### config.mk
export PLATFORM = sky130hd
export DESIGN_NAME = sscr_top
export DESIGN_NICKNAME = d
export VERILOG_FILES = /design/src/rtl/sscr_pkg.sv /design/src/rtl/sscr_top.sv
export VERILOG_INCLUDE_DIRS = /design/src /design/src/rtl
export SDC_FILE = /design/constraint.sdc
export NUM_CORES = 2
export LEC_CHECK = 0
export ABC_AREA = 0
export BUFFER_PORTS_ARGS = -buffer_cell sky130_fd_sc_hd__clkbuf_2
export CAP_MARGIN = 20
export CELL_PAD_IN_SITES_DETAIL_PLACEMENT = 1
export CELL_PAD_IN_SITES_GLOBAL_PLACEMENT = 2
export CORE_MARGIN = 3
export CORE_UTILIZATION = 37
export CTS_CLUSTER_DIAMETER = 30
export CTS_CLUSTER_SIZE = 12
export DETAILED_ROUTE_END_ITERATION = 7
export GPL_TIMING_DRIVEN = 1
export PLACE_DENSITY = 0.8
export SYNTH_ARGS = -nofsm -noshare
export SYNTH_HDL_FRONTEND = slang
export SYNTH_SLANG_ARGS = --single-unit
### constraint.sdc
create_clock -name clk_i -period 5.5 [get_ports clk_i]
set_input_delay 0.825 -clock clk_i [delete_from_list [all_inputs] [get_ports clk_i]]
set_output_delay 0.825 -clock clk_i [all_outputs]
set_load 0.02 [all_outputs]
### src/rtl/sscr_map.svh
// offsets, field positions, characters and timing counts of the command responder
`ifndef SSCR_MAP_SVH
`define SSCR_MAP_SVH
`define SSCR_CLK_NS     8
`define SSCR_TENTH_NS   100000000
`define SSCR_TENTH_CYC  (`SSCR_TENTH_NS / `SSCR_CLK_NS)
`define SSCR_A_CTRL     8'h00
`define SSCR_A_CFG      8'h04
`define SSCR_A_STAT     8'h08
`define SSCR_A_IRQ      8'h0c
`define SSCR_A_MASK     8'h10
`define SSCR_CTRL_RST   32'h0000_0001
`define SSCR_CFG_RST    32'h0032_0000
`define SSCR_B_LAN      24
`define SSCR_B_PANEL    25
`define SSCR_B_LOOP     28
`define SSCR_MAX_ARGS   7'h40
`define SSCR_NPORT      6'h20
`define SSCR_CR         8'h0d
`define SSCR_SL         8'h2f
`define SSCR_CHR_LO     8'h7b
`define SSCR_CHR_HI     8'h5b
`define SSCR_C_P        8'h50
`define SSCR_C_R        8'h52
`define SSCR_C_S        8'h53
`define SSCR_C_T        8'h54
`define SSCR_C_U        8'h55
`define SSCR_C_W        8'h57
`define SSCR_C_X        8'h58
`define SSCR_C_A        8'h61
`define SSCR_C_H        8'h68
`define SSCR_C_TMP      8'h74
`define SSCR_C_ID       8'h3f
`endif

### src/rtl/sscr_pkg.sv
// types of the command responder
`default_nettype none
package sscr_pkg;
	typedef enum logic [2:0] {
		PS_IDLE = 3'b000,
		PS_S1   = 3'b001,
		PS_S2   = 3'b010,
		PS_DEV  = 3'b011,
		PS_CMD  = 3'b100,
		PS_ARG  = 3'b101,
		PS_SKIP = 3'b110
	} sscr_pst_e;
	typedef enum logic [2:0] {
		TS_IDLE = 3'b000,
		TS_HEAD = 3'b001,
		TS_BODY = 3'b010,
		TS_SCAN = 3'b011,
		TS_CR   = 3'b100
	} sscr_tst_e;
	typedef logic [31:0][5:0] sscr_map_t;
endpackage
`default_nettype wire

### src/rtl/sscr_top.sv
// serial command responder of the port patching switch
`timescale 1ns/1ps
`default_nettype none
`include "sscr_map.svh"
//Overview of operation
//- patch command takes up to sixteen pairs
//- assignment report lists pairs as characters
//- retrigger and switch-with-holdoff restart timer
//- unlock checks password, replies fail or ok
//- switch-without-holdoff zeroes timer at once
//- status bits0-2: supplies, over temperature
//- status bits3-7: lan, locks, recall, loopback
//- holdoff report two hex digits, tenths
//- temperature report signed degrees then cr
//- identification fields separated by spaces
//- revision report digit string then cr
//- numbers map to characters by table
//- former partner turned off or looped
module sscr_top #(
	parameter int unsigned          TENTH_CYC = `SSCR_TENTH_CYC,
	parameter int unsigned          REV_LEN   = 4,
	// arbitrary revision and identity strings
	parameter logic [8*REV_LEN-1:0] REV_STR   = "0100",
	parameter int unsigned          ID_LEN    = 24,
	parameter logic [8*ID_LEN-1:0]  ID_STR    = "PSW-32  0000001 01/01/00"
) (
	// clock and reset
	input  wire logic         clk_i,
	input  wire logic         rst_b_i,
	// apb slave
	input  wire logic         psel_i,
	input  wire logic         penable_i,
	input  wire logic         pwrite_i,
	input  wire logic [7:0]   paddr_i,
	input  wire logic [31:0]  pwdata_i,
	output logic [31:0]       prdata_o,
	output logic              pready_o,
	output logic              pslverr_o,
	// received command bytes
	input  wire logic         rx_valid_i,
	input  wire logic [7:0]   rx_data_i,
	// reply bytes
	input  wire logic         tx_ready_i,
	output logic              tx_valid_o,
	output logic [7:0]        tx_data_o,
	// sensor pins
	input  wire logic         psu1_fail_i,
	input  wire logic         psu2_fail_i,
	input  wire logic [7:0]   temp_i,
	// active patching and interrupt
	output logic [191:0]      map_o,
	output logic              irq_o
);
	function automatic logic [7:0] port_chr(input logic [5:0] n);
		port_chr = (n <= 6'h04) ? `SSCR_CHR_LO + {2'b00, n} : `SSCR_CHR_HI + {2'b00, n};
	endfunction
	function automatic logic [7:0] hex_chr(input logic [3:0] v);
		hex_chr = (v < 4'ha) ? 8'h30 + {4'h0, v} : 8'h37 + {4'h0, v};
	endfunction

	sscr_pkg::sscr_pst_e p_st_q;
	sscr_pkg::sscr_tst_e tx_st_q;
	sscr_pkg::sscr_map_t pend_q, pend_d, act_q;
	logic [31:0]  ctrl_q, cfg_q, prdata_q, pre_q;
	logic [4:0]   ist_q, mask_q, ap_n_q, ap_i_q, bidx_q, scan_q;
	logic [7:0]   cmd_q, rcmd_q, hold_q, stat_q, tx_q;
	logic [6:0]   acnt_q;
	logic [15:0]  aval_q;
	logic [3:0]   tens_q;
	logic [5:0]   pbuf_q [0:31];
	logic [1:0]   hidx_q;
	logic         aerr_q, exec_q, disc_q, ulk_q, half_q, txv_q, pready_q, perr_q, irq_q;
	logic         psu1_m, psu1_s, psu2_m, psu2_s;
	logic [7:0]   temp_m, temp_s, temp_p, temp_v;

	// pin synchronisers
	always_ff @(posedge clk_i or negedge rst_b_i) begin
		if (!rst_b_i) begin
			{psu1_m, psu1_s, psu2_m, psu2_s} <= 4'h0;
			{temp_m, temp_s, temp_p, temp_v} <= 32'h0000_0000;
		end else begin
			{psu1_m, psu1_s, psu2_m, psu2_s} <= {psu1_fail_i, psu1_m, psu2_fail_i, psu2_m};
			{temp_m, temp_s, temp_p} <= {temp_i, temp_m, temp_s};
			if (temp_s == temp_p) temp_v <= temp_s; // word taken only once two samples agree
		end
	end

	// receive decode
	wire       rx_cr   = rx_valid_i && (rx_data_i == `SSCR_CR);
	wire       is_dig  = (rx_data_i >= 8'h30) && (rx_data_i <= 8'h39);
	wire [6:0] pv7     = {3'h0, tens_q} * 7'h0a + {3'h0, rx_data_i[3:0]};
	wire       pv_bad  = (pv7 == 7'h00) || (pv7 > 7'h20);
	wire [5:0] dev     = ctrl_q[5:0];
	wire       is_p    = cmd_q == `SSCR_C_P;
	wire       is_rt   = (cmd_q == `SSCR_C_T) || (cmd_q == `SSCR_C_W);
	wire       is_x    = cmd_q == `SSCR_C_X;
	wire       is_u    = cmd_q == `SSCR_C_U;
	wire       pw_ok   = !aerr_q && (acnt_q == 7'h04) && (aval_q == cfg_q[15:0]);
	wire       p_ok    = !aerr_q && (acnt_q >= 7'h04) && (acnt_q[1:0] == 2'b00);
	wire       rep_cmd = (cmd_q == `SSCR_C_R) || (cmd_q == `SSCR_C_S) || (cmd_q == `SSCR_C_A) ||
	                     (cmd_q == `SSCR_C_H) || (cmd_q == `SSCR_C_TMP) || (cmd_q == `SSCR_C_ID) || is_u;
	wire       start_rep = exec_q && rep_cmd;

	always_ff @(posedge clk_i or negedge rst_b_i) begin
		if (!rst_b_i) begin
			p_st_q <= sscr_pkg::PS_IDLE;
			{exec_q, disc_q, aerr_q} <= 3'h0;
			{cmd_q, acnt_q, aval_q, tens_q} <= 35'h0;
		end else begin
			{exec_q, disc_q} <= 2'h0;
			if (rx_cr) begin
				exec_q <= (p_st_q == sscr_pkg::PS_ARG);
				p_st_q <= sscr_pkg::PS_S1;
			end else if (rx_valid_i) begin
				case (p_st_q)
					sscr_pkg::PS_S1: p_st_q <= (rx_data_i == `SSCR_SL) ? sscr_pkg::PS_S2 : sscr_pkg::PS_IDLE;
					sscr_pkg::PS_S2: p_st_q <= (rx_data_i == `SSCR_SL) ? sscr_pkg::PS_DEV : sscr_pkg::PS_IDLE;
					sscr_pkg::PS_DEV: begin
						p_st_q <= (rx_data_i == port_chr(dev)) ? sscr_pkg::PS_CMD : sscr_pkg::PS_SKIP;
						disc_q <= (rx_data_i != port_chr(dev));
					end
					sscr_pkg::PS_CMD: begin
						cmd_q <= rx_data_i;
						acnt_q <= 7'h00;
						aerr_q <= 1'b0;
						p_st_q <= sscr_pkg::PS_ARG;
					end
					sscr_pkg::PS_ARG: begin
						acnt_q <= acnt_q + {6'h00, ~&acnt_q};
						if (!is_dig || acnt_q >= `SSCR_MAX_ARGS) begin
							aerr_q <= 1'b1;
						end else begin
							aval_q <= {aval_q[11:0], rx_data_i[3:0]};
							if (!acnt_q[0]) begin
								tens_q <= rx_data_i[3:0];
							end else if (pv_bad && is_p) begin
								aerr_q <= 1'b1;
							end
						end
					end
					default: ;
				endcase
			end
		end
	end

	always_ff @(posedge clk_i) begin
		if (rx_valid_i && p_st_q == sscr_pkg::PS_ARG && acnt_q[0] && !acnt_q[6]) begin
			pbuf_q[acnt_q[5:1]] <= pv7[5:0];
		end
	end

	// pair application, one pair per cycle
	wire       ap_act = ap_i_q != ap_n_q;
	wire [5:0] ap_a   = pbuf_q[{ap_i_q[3:0], 1'b0}];
	wire [5:0] ap_b   = pbuf_q[{ap_i_q[3:0], 1'b1}];
	wire [5:0] old_a  = pend_q[5'(ap_a - 6'h01)];
	wire [5:0] old_b  = pend_q[5'(ap_b - 6'h01)];
	wire       loop   = ctrl_q[`SSCR_B_LOOP];
	for (genvar gi = 0; gi < 32; gi++) begin : g_pend
		localparam logic [5:0] PN = 6'(gi + 1);
		assign pend_d[gi] = !ap_act ? pend_q[gi] :
		                    (PN == ap_a) ? ap_b : (PN == ap_b) ? ap_a :
		                    (PN == old_a || PN == old_b) ? (loop ? PN : 6'h00) : pend_q[gi];
	end

	wire hold_zero = hold_q == 8'h00;
	wire applied   = hold_zero && (act_q != pend_q);
	always_ff @(posedge clk_i or negedge rst_b_i) begin
		if (!rst_b_i) begin
			{ap_n_q, ap_i_q} <= 10'h000;
			pend_q <= '0;
			act_q <= '0;
			{hold_q, pre_q} <= 40'h0;
		end else begin
			pend_q <= pend_d;
			if (hold_zero) act_q <= pend_q;
			if (exec_q && is_p && p_ok) begin
				ap_n_q <= acnt_q[6:2];
				ap_i_q <= 5'h00;
			end else if (ap_act) begin
				ap_i_q <= ap_i_q + 5'h01;
			end
			if (exec_q && is_rt) begin
				hold_q <= ctrl_q[15:8];
				pre_q <= 32'h0;
			end else if (exec_q && is_x) begin
				hold_q <= 8'h00;
			end else if (!hold_zero) begin
				pre_q <= (pre_q == TENTH_CYC - 1) ? 32'h0 : pre_q + 32'h1;
				if (pre_q == TENTH_CYC - 1) hold_q <= hold_q - 8'h01;
			end
		end
	end

	// reply generator
	wire [7:0] mag    = temp_v[7] ? 8'(-temp_v) : temp_v;
	wire [3:0] t_hun  = 4'(mag / 8'h64);
	wire [3:0] t_ten  = 4'((mag / 8'h0a) % 8'h0a);
	wire [3:0] t_one  = 4'(mag % 8'h0a);
	wire [7:0] t_chr  = (bidx_q == 5'h00) ? (temp_v[7] ? 8'h2d : 8'h2b) :
	                    {4'h3, (bidx_q == 5'h01) ? t_hun : (bidx_q == 5'h02) ? t_ten : t_one};
	logic [7:0] body_c;
	logic [4:0] body_n;
	always_comb begin
		body_c = 8'h30;
		body_n = 5'h01;
		case (rcmd_q)
			`SSCR_C_R:   begin body_c = REV_STR[8*(REV_LEN-1-int'(bidx_q)) +: 8]; body_n = 5'(REV_LEN); end
			`SSCR_C_ID:  begin body_c = ID_STR[8*(ID_LEN-1-int'(bidx_q)) +: 8]; body_n = 5'(ID_LEN); end
			`SSCR_C_A:   begin body_c = hex_chr(bidx_q[0] ? stat_q[3:0] : stat_q[7:4]); body_n = 5'h02; end
			`SSCR_C_H:   begin body_c = hex_chr(bidx_q[0] ? ctrl_q[11:8] : ctrl_q[15:12]); body_n = 5'h02; end
			`SSCR_C_TMP: begin body_c = t_chr; body_n = 5'h04; end
			default:     body_c = {7'h18, ulk_q};
		endcase
	end

	wire       tx_ld    = !txv_q || tx_ready_i;
	wire [5:0] scan_prt = {1'b0, scan_q} + 6'h01;
	wire [5:0] scan_par = act_q[scan_q];
	wire       scan_hit = scan_par > scan_prt;
	always_ff @(posedge clk_i or negedge rst_b_i) begin
		if (!rst_b_i) begin
			tx_st_q <= sscr_pkg::TS_IDLE;
			{txv_q, half_q, ulk_q} <= 3'h0;
			{tx_q, rcmd_q} <= 16'h0000;
			{hidx_q, bidx_q, scan_q} <= 12'h000;
		end else if (tx_ld) begin
			txv_q <= 1'b1;
			case (tx_st_q)
				sscr_pkg::TS_IDLE: begin
					txv_q <= 1'b0;
					if (start_rep) begin
						tx_st_q <= sscr_pkg::TS_HEAD;
						rcmd_q <= cmd_q;
						ulk_q <= pw_ok;
						{hidx_q, bidx_q, scan_q, half_q} <= 13'h0000;
					end
				end
				sscr_pkg::TS_HEAD: begin
					tx_q <= (hidx_q == 2'h2) ? port_chr(dev) : (hidx_q == 2'h3) ? rcmd_q : `SSCR_SL;
					hidx_q <= hidx_q + 2'h1;
					if (hidx_q == 2'h3) tx_st_q <= (rcmd_q == `SSCR_C_S) ? sscr_pkg::TS_SCAN : sscr_pkg::TS_BODY;
				end
				sscr_pkg::TS_BODY: begin
					tx_q <= body_c;
					bidx_q <= bidx_q + 5'h01;
					if (bidx_q == body_n - 5'h01) tx_st_q <= sscr_pkg::TS_CR;
				end
				sscr_pkg::TS_SCAN: begin
					txv_q <= scan_hit;
					tx_q <= port_chr(half_q ? scan_par : scan_prt);
					half_q <= scan_hit && !half_q;
					if (!scan_hit || half_q) begin
						scan_q <= scan_q + 5'h01;
						if (&scan_q) tx_st_q <= sscr_pkg::TS_CR;
					end
				end
				sscr_pkg::TS_CR: begin
					tx_q <= `SSCR_CR;
					tx_st_q <= sscr_pkg::TS_IDLE;
				end
				default: tx_st_q <= sscr_pkg::TS_IDLE;
			endcase
		end
	end

	// apb registers
	wire       acc     = psel_i && penable_i && !pready_q;
	wire       wr      = psel_i && penable_i && pready_q && pwrite_i;
	wire       temp_ov = $signed(temp_v) > $signed({1'b0, cfg_q[23:16]});
	wire [4:0] ev      = {applied, disc_q, exec_q && is_u && !pw_ok, exec_q && is_u && pw_ok, exec_q};
	wire       hit     = (paddr_i == `SSCR_A_CTRL) || (paddr_i == `SSCR_A_CFG) || (paddr_i == `SSCR_A_STAT) ||
	                     (paddr_i == `SSCR_A_IRQ) || (paddr_i == `SSCR_A_MASK);
	wire [31:0] rdata  = (paddr_i == `SSCR_A_CTRL) ? ctrl_q : (paddr_i == `SSCR_A_CFG) ? cfg_q :
	                     (paddr_i == `SSCR_A_STAT) ? {15'h0, tx_st_q != sscr_pkg::TS_IDLE, hold_q, stat_q} :
	                     (paddr_i == `SSCR_A_IRQ) ? {27'h0, ist_q} : (paddr_i == `SSCR_A_MASK) ? {27'h0, mask_q} : 32'h0;
	always_ff @(posedge clk_i or negedge rst_b_i) begin
		if (!rst_b_i) begin
			ctrl_q <= `SSCR_CTRL_RST;
			cfg_q <= `SSCR_CFG_RST;
			{ist_q, mask_q} <= 10'h000;
			{pready_q, perr_q, irq_q} <= 3'h0;
			{prdata_q, stat_q} <= 40'h0;
		end else begin
			pready_q <= acc;
			perr_q <= acc && !hit;
			if (acc) prdata_q <= rdata;
			if (wr && paddr_i == `SSCR_A_CTRL) ctrl_q <= pwdata_i & 32'h1f00_ff3f;
			if (exec_q && is_u && pw_ok) ctrl_q[`SSCR_B_PANEL] <= 1'b0;
			if (wr && paddr_i == `SSCR_A_CFG) cfg_q <= pwdata_i & 32'h00ff_ffff;
			if (wr && paddr_i == `SSCR_A_MASK) mask_q <= pwdata_i[4:0];
			ist_q <= (ist_q & ~((wr && paddr_i == `SSCR_A_IRQ) ? pwdata_i[4:0] : 5'h00)) | ev;
			irq_q <= |(ist_q & mask_q);
			stat_q <= {ctrl_q[28:`SSCR_B_LAN], temp_ov, psu2_s, psu1_s};
		end
	end

	assign prdata_o   = prdata_q;
	assign pready_o   = pready_q;
	assign pslverr_o  = perr_q;
	assign tx_valid_o = txv_q;
	assign tx_data_o  = tx_q;
	assign map_o      = act_q;
	assign irq_o      = irq_q;
endmodule
`default_nettype wire

### After elaboration in Yosys (flattened, before gate mapping)

Memories as Yosys holds them, arrays and structs flattened.
Index checks and enable logic that the tools add are counted.
Widths: inputs -> output; s select.

* bits in registers: 641
* bits in latches: 0
* bits in writable memories: 192
* memory bits (read-only): 0
* input port bits: 65
* output and inout port bits: 236
* word-level logic and storage cells: 727
* memories kept: 1

* add/subtract/negate cells: 23
* $mul: 1
* div/mod/pow operators: 4
* magnitude comparators: 14
* equal/unequal tests: 183
* shifts and indexed selects: 2
* muxes and demuxes: 202
* bitwise gates (word level): 7
* reductions and logical operators: 187

Memories
* pbuf_q: words 32, bits a word 6, read ports 2, clocked after Yosys merged registers in 0, write ports 1, line sscr_top.sv:70 `logic [5:0] pbuf_q [0:31];`

Operators with widths (count)
* $mux 6: 101
* $eq 5x6->1 const A: 64
* $eq 4x6->1 const A: 32
* $ne 192x192->1: 1
* $shiftx 192x33->8 const A: 1
* $mux 32: 4
* $eq 8x7->1 const B: 15
* $mux 5: 24
* $reduce_bool 3->1: 34
* $eq 3x6->1 const A: 16
* $bmux 6 s5: 3
* $mux 8: 9
* $reduce_and 2->1: 36
* $eq 2x6->1 const A: 8
* $mux 4: 12
* $logic_or 1x1->1: 47
* $pmux 8 s5: 1
* $mux 3: 12
* $shiftx 32x33->8 const A: 1
* $add 32x1->32 const B: 1
* $add 7x6->8 const A: 4
* $eq 32x24->1 const B: 1
* $pmux 8 s4: 1
* $logic_and 1x1->1: 29
* 80 further kinds: 166

### Longest topological paths before layout

* word-level depth: 10
* depth in mapped cells: 25
* depth with buffers taken out: 17

### Worst setup path after synthesis

Ideal clock, no wire load.

* path kind: register to register
* start point: reg ap_i_q[1]
* end point: reg pend_q[89] (netlist name)
* library setup time: 125 ps
* arrival: 5719 ps
* required time: 5375 ps
* path slack: -344 ps
* stages on the path, launching flop included: 25
* buffers on the path: 9
* clock period less this slack: 5844 ps
* path through: dfrtp_1 buf_6 buf_6 mux2i_1 a21oi_1 and3_1 buf_4 nor2_4 buf_2 clkbuf_1 clkbuf_1 ha_1 clkbuf_1 nor2_1 mux2_2 nor2_4 buf_2 mux4_2 mux2_2 o22a_1 nand3_1 nor2_4 a222oi_1 buf_6 mux2_2

* word-level cells in the longest chain between the ends: 8
* elaborated cells between the ends (all ways): 17
* those cells by class: add/sub (2); eq/ne (5); mux (6); reduce/logical (3); memory (1)

RTL lines
* start: declaration: line sscr_top.sv:65 `logic [4:0] ist_q, mask_q, ap_n_q, ap_i_q, bidx_q, scan_q;`
* start signal: assignment: line sscr_top.sv:182 `ap_i_q <= ap_i_q + 5'h01;`
* $mem_v2 32x6
* $sub 5x1->5, on equally long branches: line sscr_top.sv:157, sscr_top.sv:158
* $bmux 6 s5, on equally long branches: line sscr_top.sv:157, sscr_top.sv:158
* $mux 6, on equally long branches: line sscr_top.sv:157, sscr_top.sv:158
* $eq 4x6->1: line sscr_top.sv:164 `(PN == old_a || PN == old_b) ? (loop ? PN : 6'h00) : pend_q[gi];`
* $logic_or 1x1->1: line sscr_top.sv:164
* $reduce_bool 3->1 (no source line)
* $reduce_and 2->1 (no source line)
* end signal: assignment: line sscr_top.sv:176 `pend_q <= pend_d;`
* end: declaration: line sscr_top.sv:63 `sscr_pkg::sscr_map_t pend_q, pend_d, act_q;`

Several ways; a longest one is shown, not always the timed one. The select of a mux whose other input is x is not followed.
A chain may end at the register's enable or synchronous reset.

### Final worst setup path

* start point: reg ap_i_q[0]
* end point: reg pend_q[80] (netlist name)

Same word-level chain as after synthesis.

==> key figures <==
Run status
  – Status: completed

Route
  – DR iter-0 viols: between 5000 and 6000
  – Antenna Nets Post-Route: 0
  – Routed WL: 272.4 mm
  – Vias per inst: 6.493
  – DRC Markers: 0
  – Drt wl/cell: 35.48 µm
  – Via Count: 49850
  – Drt pass-1 iters: 8

STA
  – Slew margin rel.: 0.1154
  – Tcrit/Tclk final: 0.9919
  – Worst Max-Slew Pin Slew: 1315 ps
  – Min Tclk post-route: 5455 ps
  – Max Clk Rate: 183.3 MHz
  – RSZ-0062 raised after global routing: false
  – Hold WS: 8.668 ps
  – Setup ws final: 44.76 ps
  – Setup total negative slack: 0 ps
  – Final Hold Fails: 0
  – Endpoints failing setup: 0
  – Slew Limit Fails: 0
  – Final Skew: around 100 ps

Critical path
  – CP max-delay cell: mux4_2
  – Reg-to-reg endpoint: pend_q[80]$_DFFE_PN0P_
  – Kind of cell adding the most delay to the critical path: compound AO/OA/AOI/OAI gates
  – Critical Path End Type: register
  – Worst path required time: 6180 ps
  – R2r worst-path depth: 17
  – Critical R2R Launch: ap_i_q[0]$_DFFE_PN0P_
  – Critical Path, Cell by Cell: buf_12, mux4_2, and2_1, a2111oi_2, buf_4, o2111ai_1, and2_1, nand2_1, buf_4, a311oi_2, buf_6, a311o_2, buf_4, nor4_1, a222oi_1, buf_4, mux2_1
  – Setup crit start kind: register
  – CP Class: reg2reg
  – Critical Path Stages: 17
  – Crit path buf inv count: 6
  – R2r setup slk: 40 ps
  – CP max FO: 16
  – Worst path most repeated cell: buf_4
  – Critical Path AT: 6130 ps
  – Slowest cell delay on critical path: 650 ps

Synthesis
  – Share of synthesized registers carrying an async set or reset: 0.7687
  – Post-Synthesis Cells: ~5200
  – Sequential element share of the synthesized area: 0.4135
  – Synth area leaders: dfrtp_1 (30%), edfxtp_1 (11%), mux2_2 (9.3%), mux2i_1 (5.1%), nand2_1 (3.7%)
  – Synth top cells by count: dfrtp_1 (634), nand2_1 (514), mux2_2 (436)
  – Synth Flop Type: dfrtp_1
  – Register bit total from synthesis: 830
  – Mapped Avg Cell Area: between 10 and 15 µm²
  – Unique masters post-synth: 118
  – Largest area contributor in the netlist: dfrtp_1
  – Yosys Warn Count: 0
  – Most frequent cell after synthesis: dfrtp_1
  – EDFF count, synth: 192
  – Area share of the largest cell type after synthesis: 0.3018
  – Netlist Area Pre-Place: 52570 µm²

Job
  – Max Cap Viol: 0

Power and ir drop
  – Switching Power: 4.649 mW
  – Switching Fraction: 0.2389
  – P_int: 14.81 mW
  – Sequential share of power: 0.328
  – Combinational share of power: 0.034
  – Worst vdd ir: approximately 0.28 mV
  – Leak: about 28 nW
  – Total power draw: 19.46 mW
  – Clk pwr share: 0.638
  – Pwr Density: 298.9 nW/µm²

Floorplanning
  – Area of the core: ~140000 µm²
  – Die Wd: 382.9 µm
  – Die ar.: 146600 µm²
  – Starting Density: 0.3749
  – Die height: 382.9 µm
  – # IOs: 301
  – FP Rows: 137

Global routing
  – Routing usage on met3: 0.09930
  – Top Usage Layer GRT: met2
  – GRT Total Usage: 0.3638
  – Vias in the first global route: 49860
  – Grt ovf: 0
  – Met1 usage: 0.4443
  – First-pass GRT wire length: 385.1 mm
  – Largest net degree at the start of global routing: 151
  – Initial antenna violation count: 15
  – Routing usage on met2: 0.5477

Clock network
  – Clock Tree Root: clkbuf_16
  – H-tree depth: 4
  – CTS Sinks: 830
  – Num CTS Buffers: 204
  – CTS max path bufs: 3
  – Worst skew pair latency: between 800 and 900 ps
  – TritonCTS clock tree: built
  – Clock slew at reported path FFs: 50 ps

Place
  – PortBufs: approximately 290
  – Post-place instance area: around 58000 µm²
  – Post-Place Worst Slack: 34.17 ps
  – Hpwl dp: 201.4 mm
  – GPL Wtd Cong: roughly 1.1
  – Dpl cells: 7271

Final layout
  – Layout cells sized above 1: 0.2872
  – Nets: about 5700
  – Area Growth Syn to Fin: 23.83%
  – Final Cell Area: 65090 µm²
  – Final Instance Count excl. Fillers: about 7700
  – Fin util: 0.4642

Min path
  – Hold Path Class: in2async
## power by group through the flow
stage	logic (mW)	registers [mW]	clock network, mW
after floorplan	0.381	6.47	0
after global placement	0.634	6.49	0
after detailed placement	0.644	6.49	0
after CTS	0.650	6.39	12.5
after global routing	0.725	6.39	12.9
final	0.652	6.39	12.4
## kinds of logic after synthesis
| kind of cell | count (synthesis) | synth area share |
|---|---|---|
| and+or+nand+nor | 1381 | 0.1257 |
| AOI/OAI and AO/OA | 1312 | 0.1753 |
| DFF | 830 | 0.4135 |
| muxes | 806 | 0.1839 |
| buffers and inverters | 536 | 0.04472 |
| xor gates and xnor gates | 257 | 0.04296 |
| adders and majority gates | 57 | 0.01385 |
| other | 1 | 0.00007134 |
## routing by layer
layer  wire, µm  vias up  share of wire
met1     103200    25590           0.38
met4      24580        6          0.090
li1           -    20410              -
met2     118600     2888           0.44
met3      25930      951          0.095
met5         55        -        0.00020
## layout make-up
cell class,instances,area [µm²]
multi-input combinational,3816,28700
inverter,115,435.4
clock buffer,253,5509
fill,15400,75120
sequential,830,21750
clock inverter,134,1734
antenna,7,17.52
timing repair buffer,646,4599
tap,1876,2347
## worst max path at each step
stage | startpoint | endpoint | slack [ps]
3_3_place_gp | ap_i_q[1]$_DFFE_PN0P_ | pend_q[111]$_DFFE_PN0P_ | 110
3_5_place_dp | ap_i_q[1]$_DFFE_PN0P_ | pend_q[80]$_DFFE_PN0P_ | 30
4_1_cts | ap_i_q[1]$_DFFE_PN0P_ | pend_q[80]$_DFFE_PN0P_ | 10
2_1_floorplan | ap_i_q[1]$_DFFE_PN0P_ | pend_q[89]$_DFFE_PN0P_ | 40
5_1_grt | ap_i_q[0]$_DFFE_PN0P_ | pend_q[111]$_DFFE_PN0P_ | 1
6_report | ap_i_q[0]$_DFFE_PN0P_ | pend_q[80]$_DFFE_PN0P_ | 40
## cell usage in the layout (no fill, tap or decap), types with 28 or more instances in the layout
master       n
buf_4      311
a221oi_1    69
nand2_1    514
o22ai_1    133
nor4_1      37
o21ai_0    302
buf_12      34
xor2_1      67
mux2i_1    265
edfxtp_1   192
a211oi_1    41
clkbuf_2   294
inv_1      106
nor2_1     286
nor3_1      73
a22oi_1     34
a221o_1     35
xnor2_1    185
ha_1        53
nand4_1     89
o211ai_1    47
nor2b_1     35
o31ai_1     28
a21oi_1    246
mux2_2     436
a31oi_1     50
nand3_1    148
mux4_2      72
clkinv_2    31
o221ai_1    42
clkbuf_16  204
nand2b_1    32
dfrtp_1    628
## sequential cells by signal (all words and copies together), names as in the netlist, 7 cells and up
register	cells
map_o	192
pbuf_q	192
pend_q	192
pre_q	32
prdata_o	29
cfg_q	24
ctrl_q	19
aval_q	16
cmd_q	8
hold_q	8
rcmd_q	8
stat_q	8
temp_m	8
temp_p	8
temp_s	8
temp_v	8
tx_data_o	8
acnt_q	7
## repair_timing
action | in CTS | in global routing
hold buffers | 0 | 0
pin swaps | 1 | 5
resized for setup | 2 | 18
setup endpoints to repair | 28 | 190
hold endpoints to repair | 0 | 0
buffers inserted | 0 | 6
(Power assumes the default switching activity.)
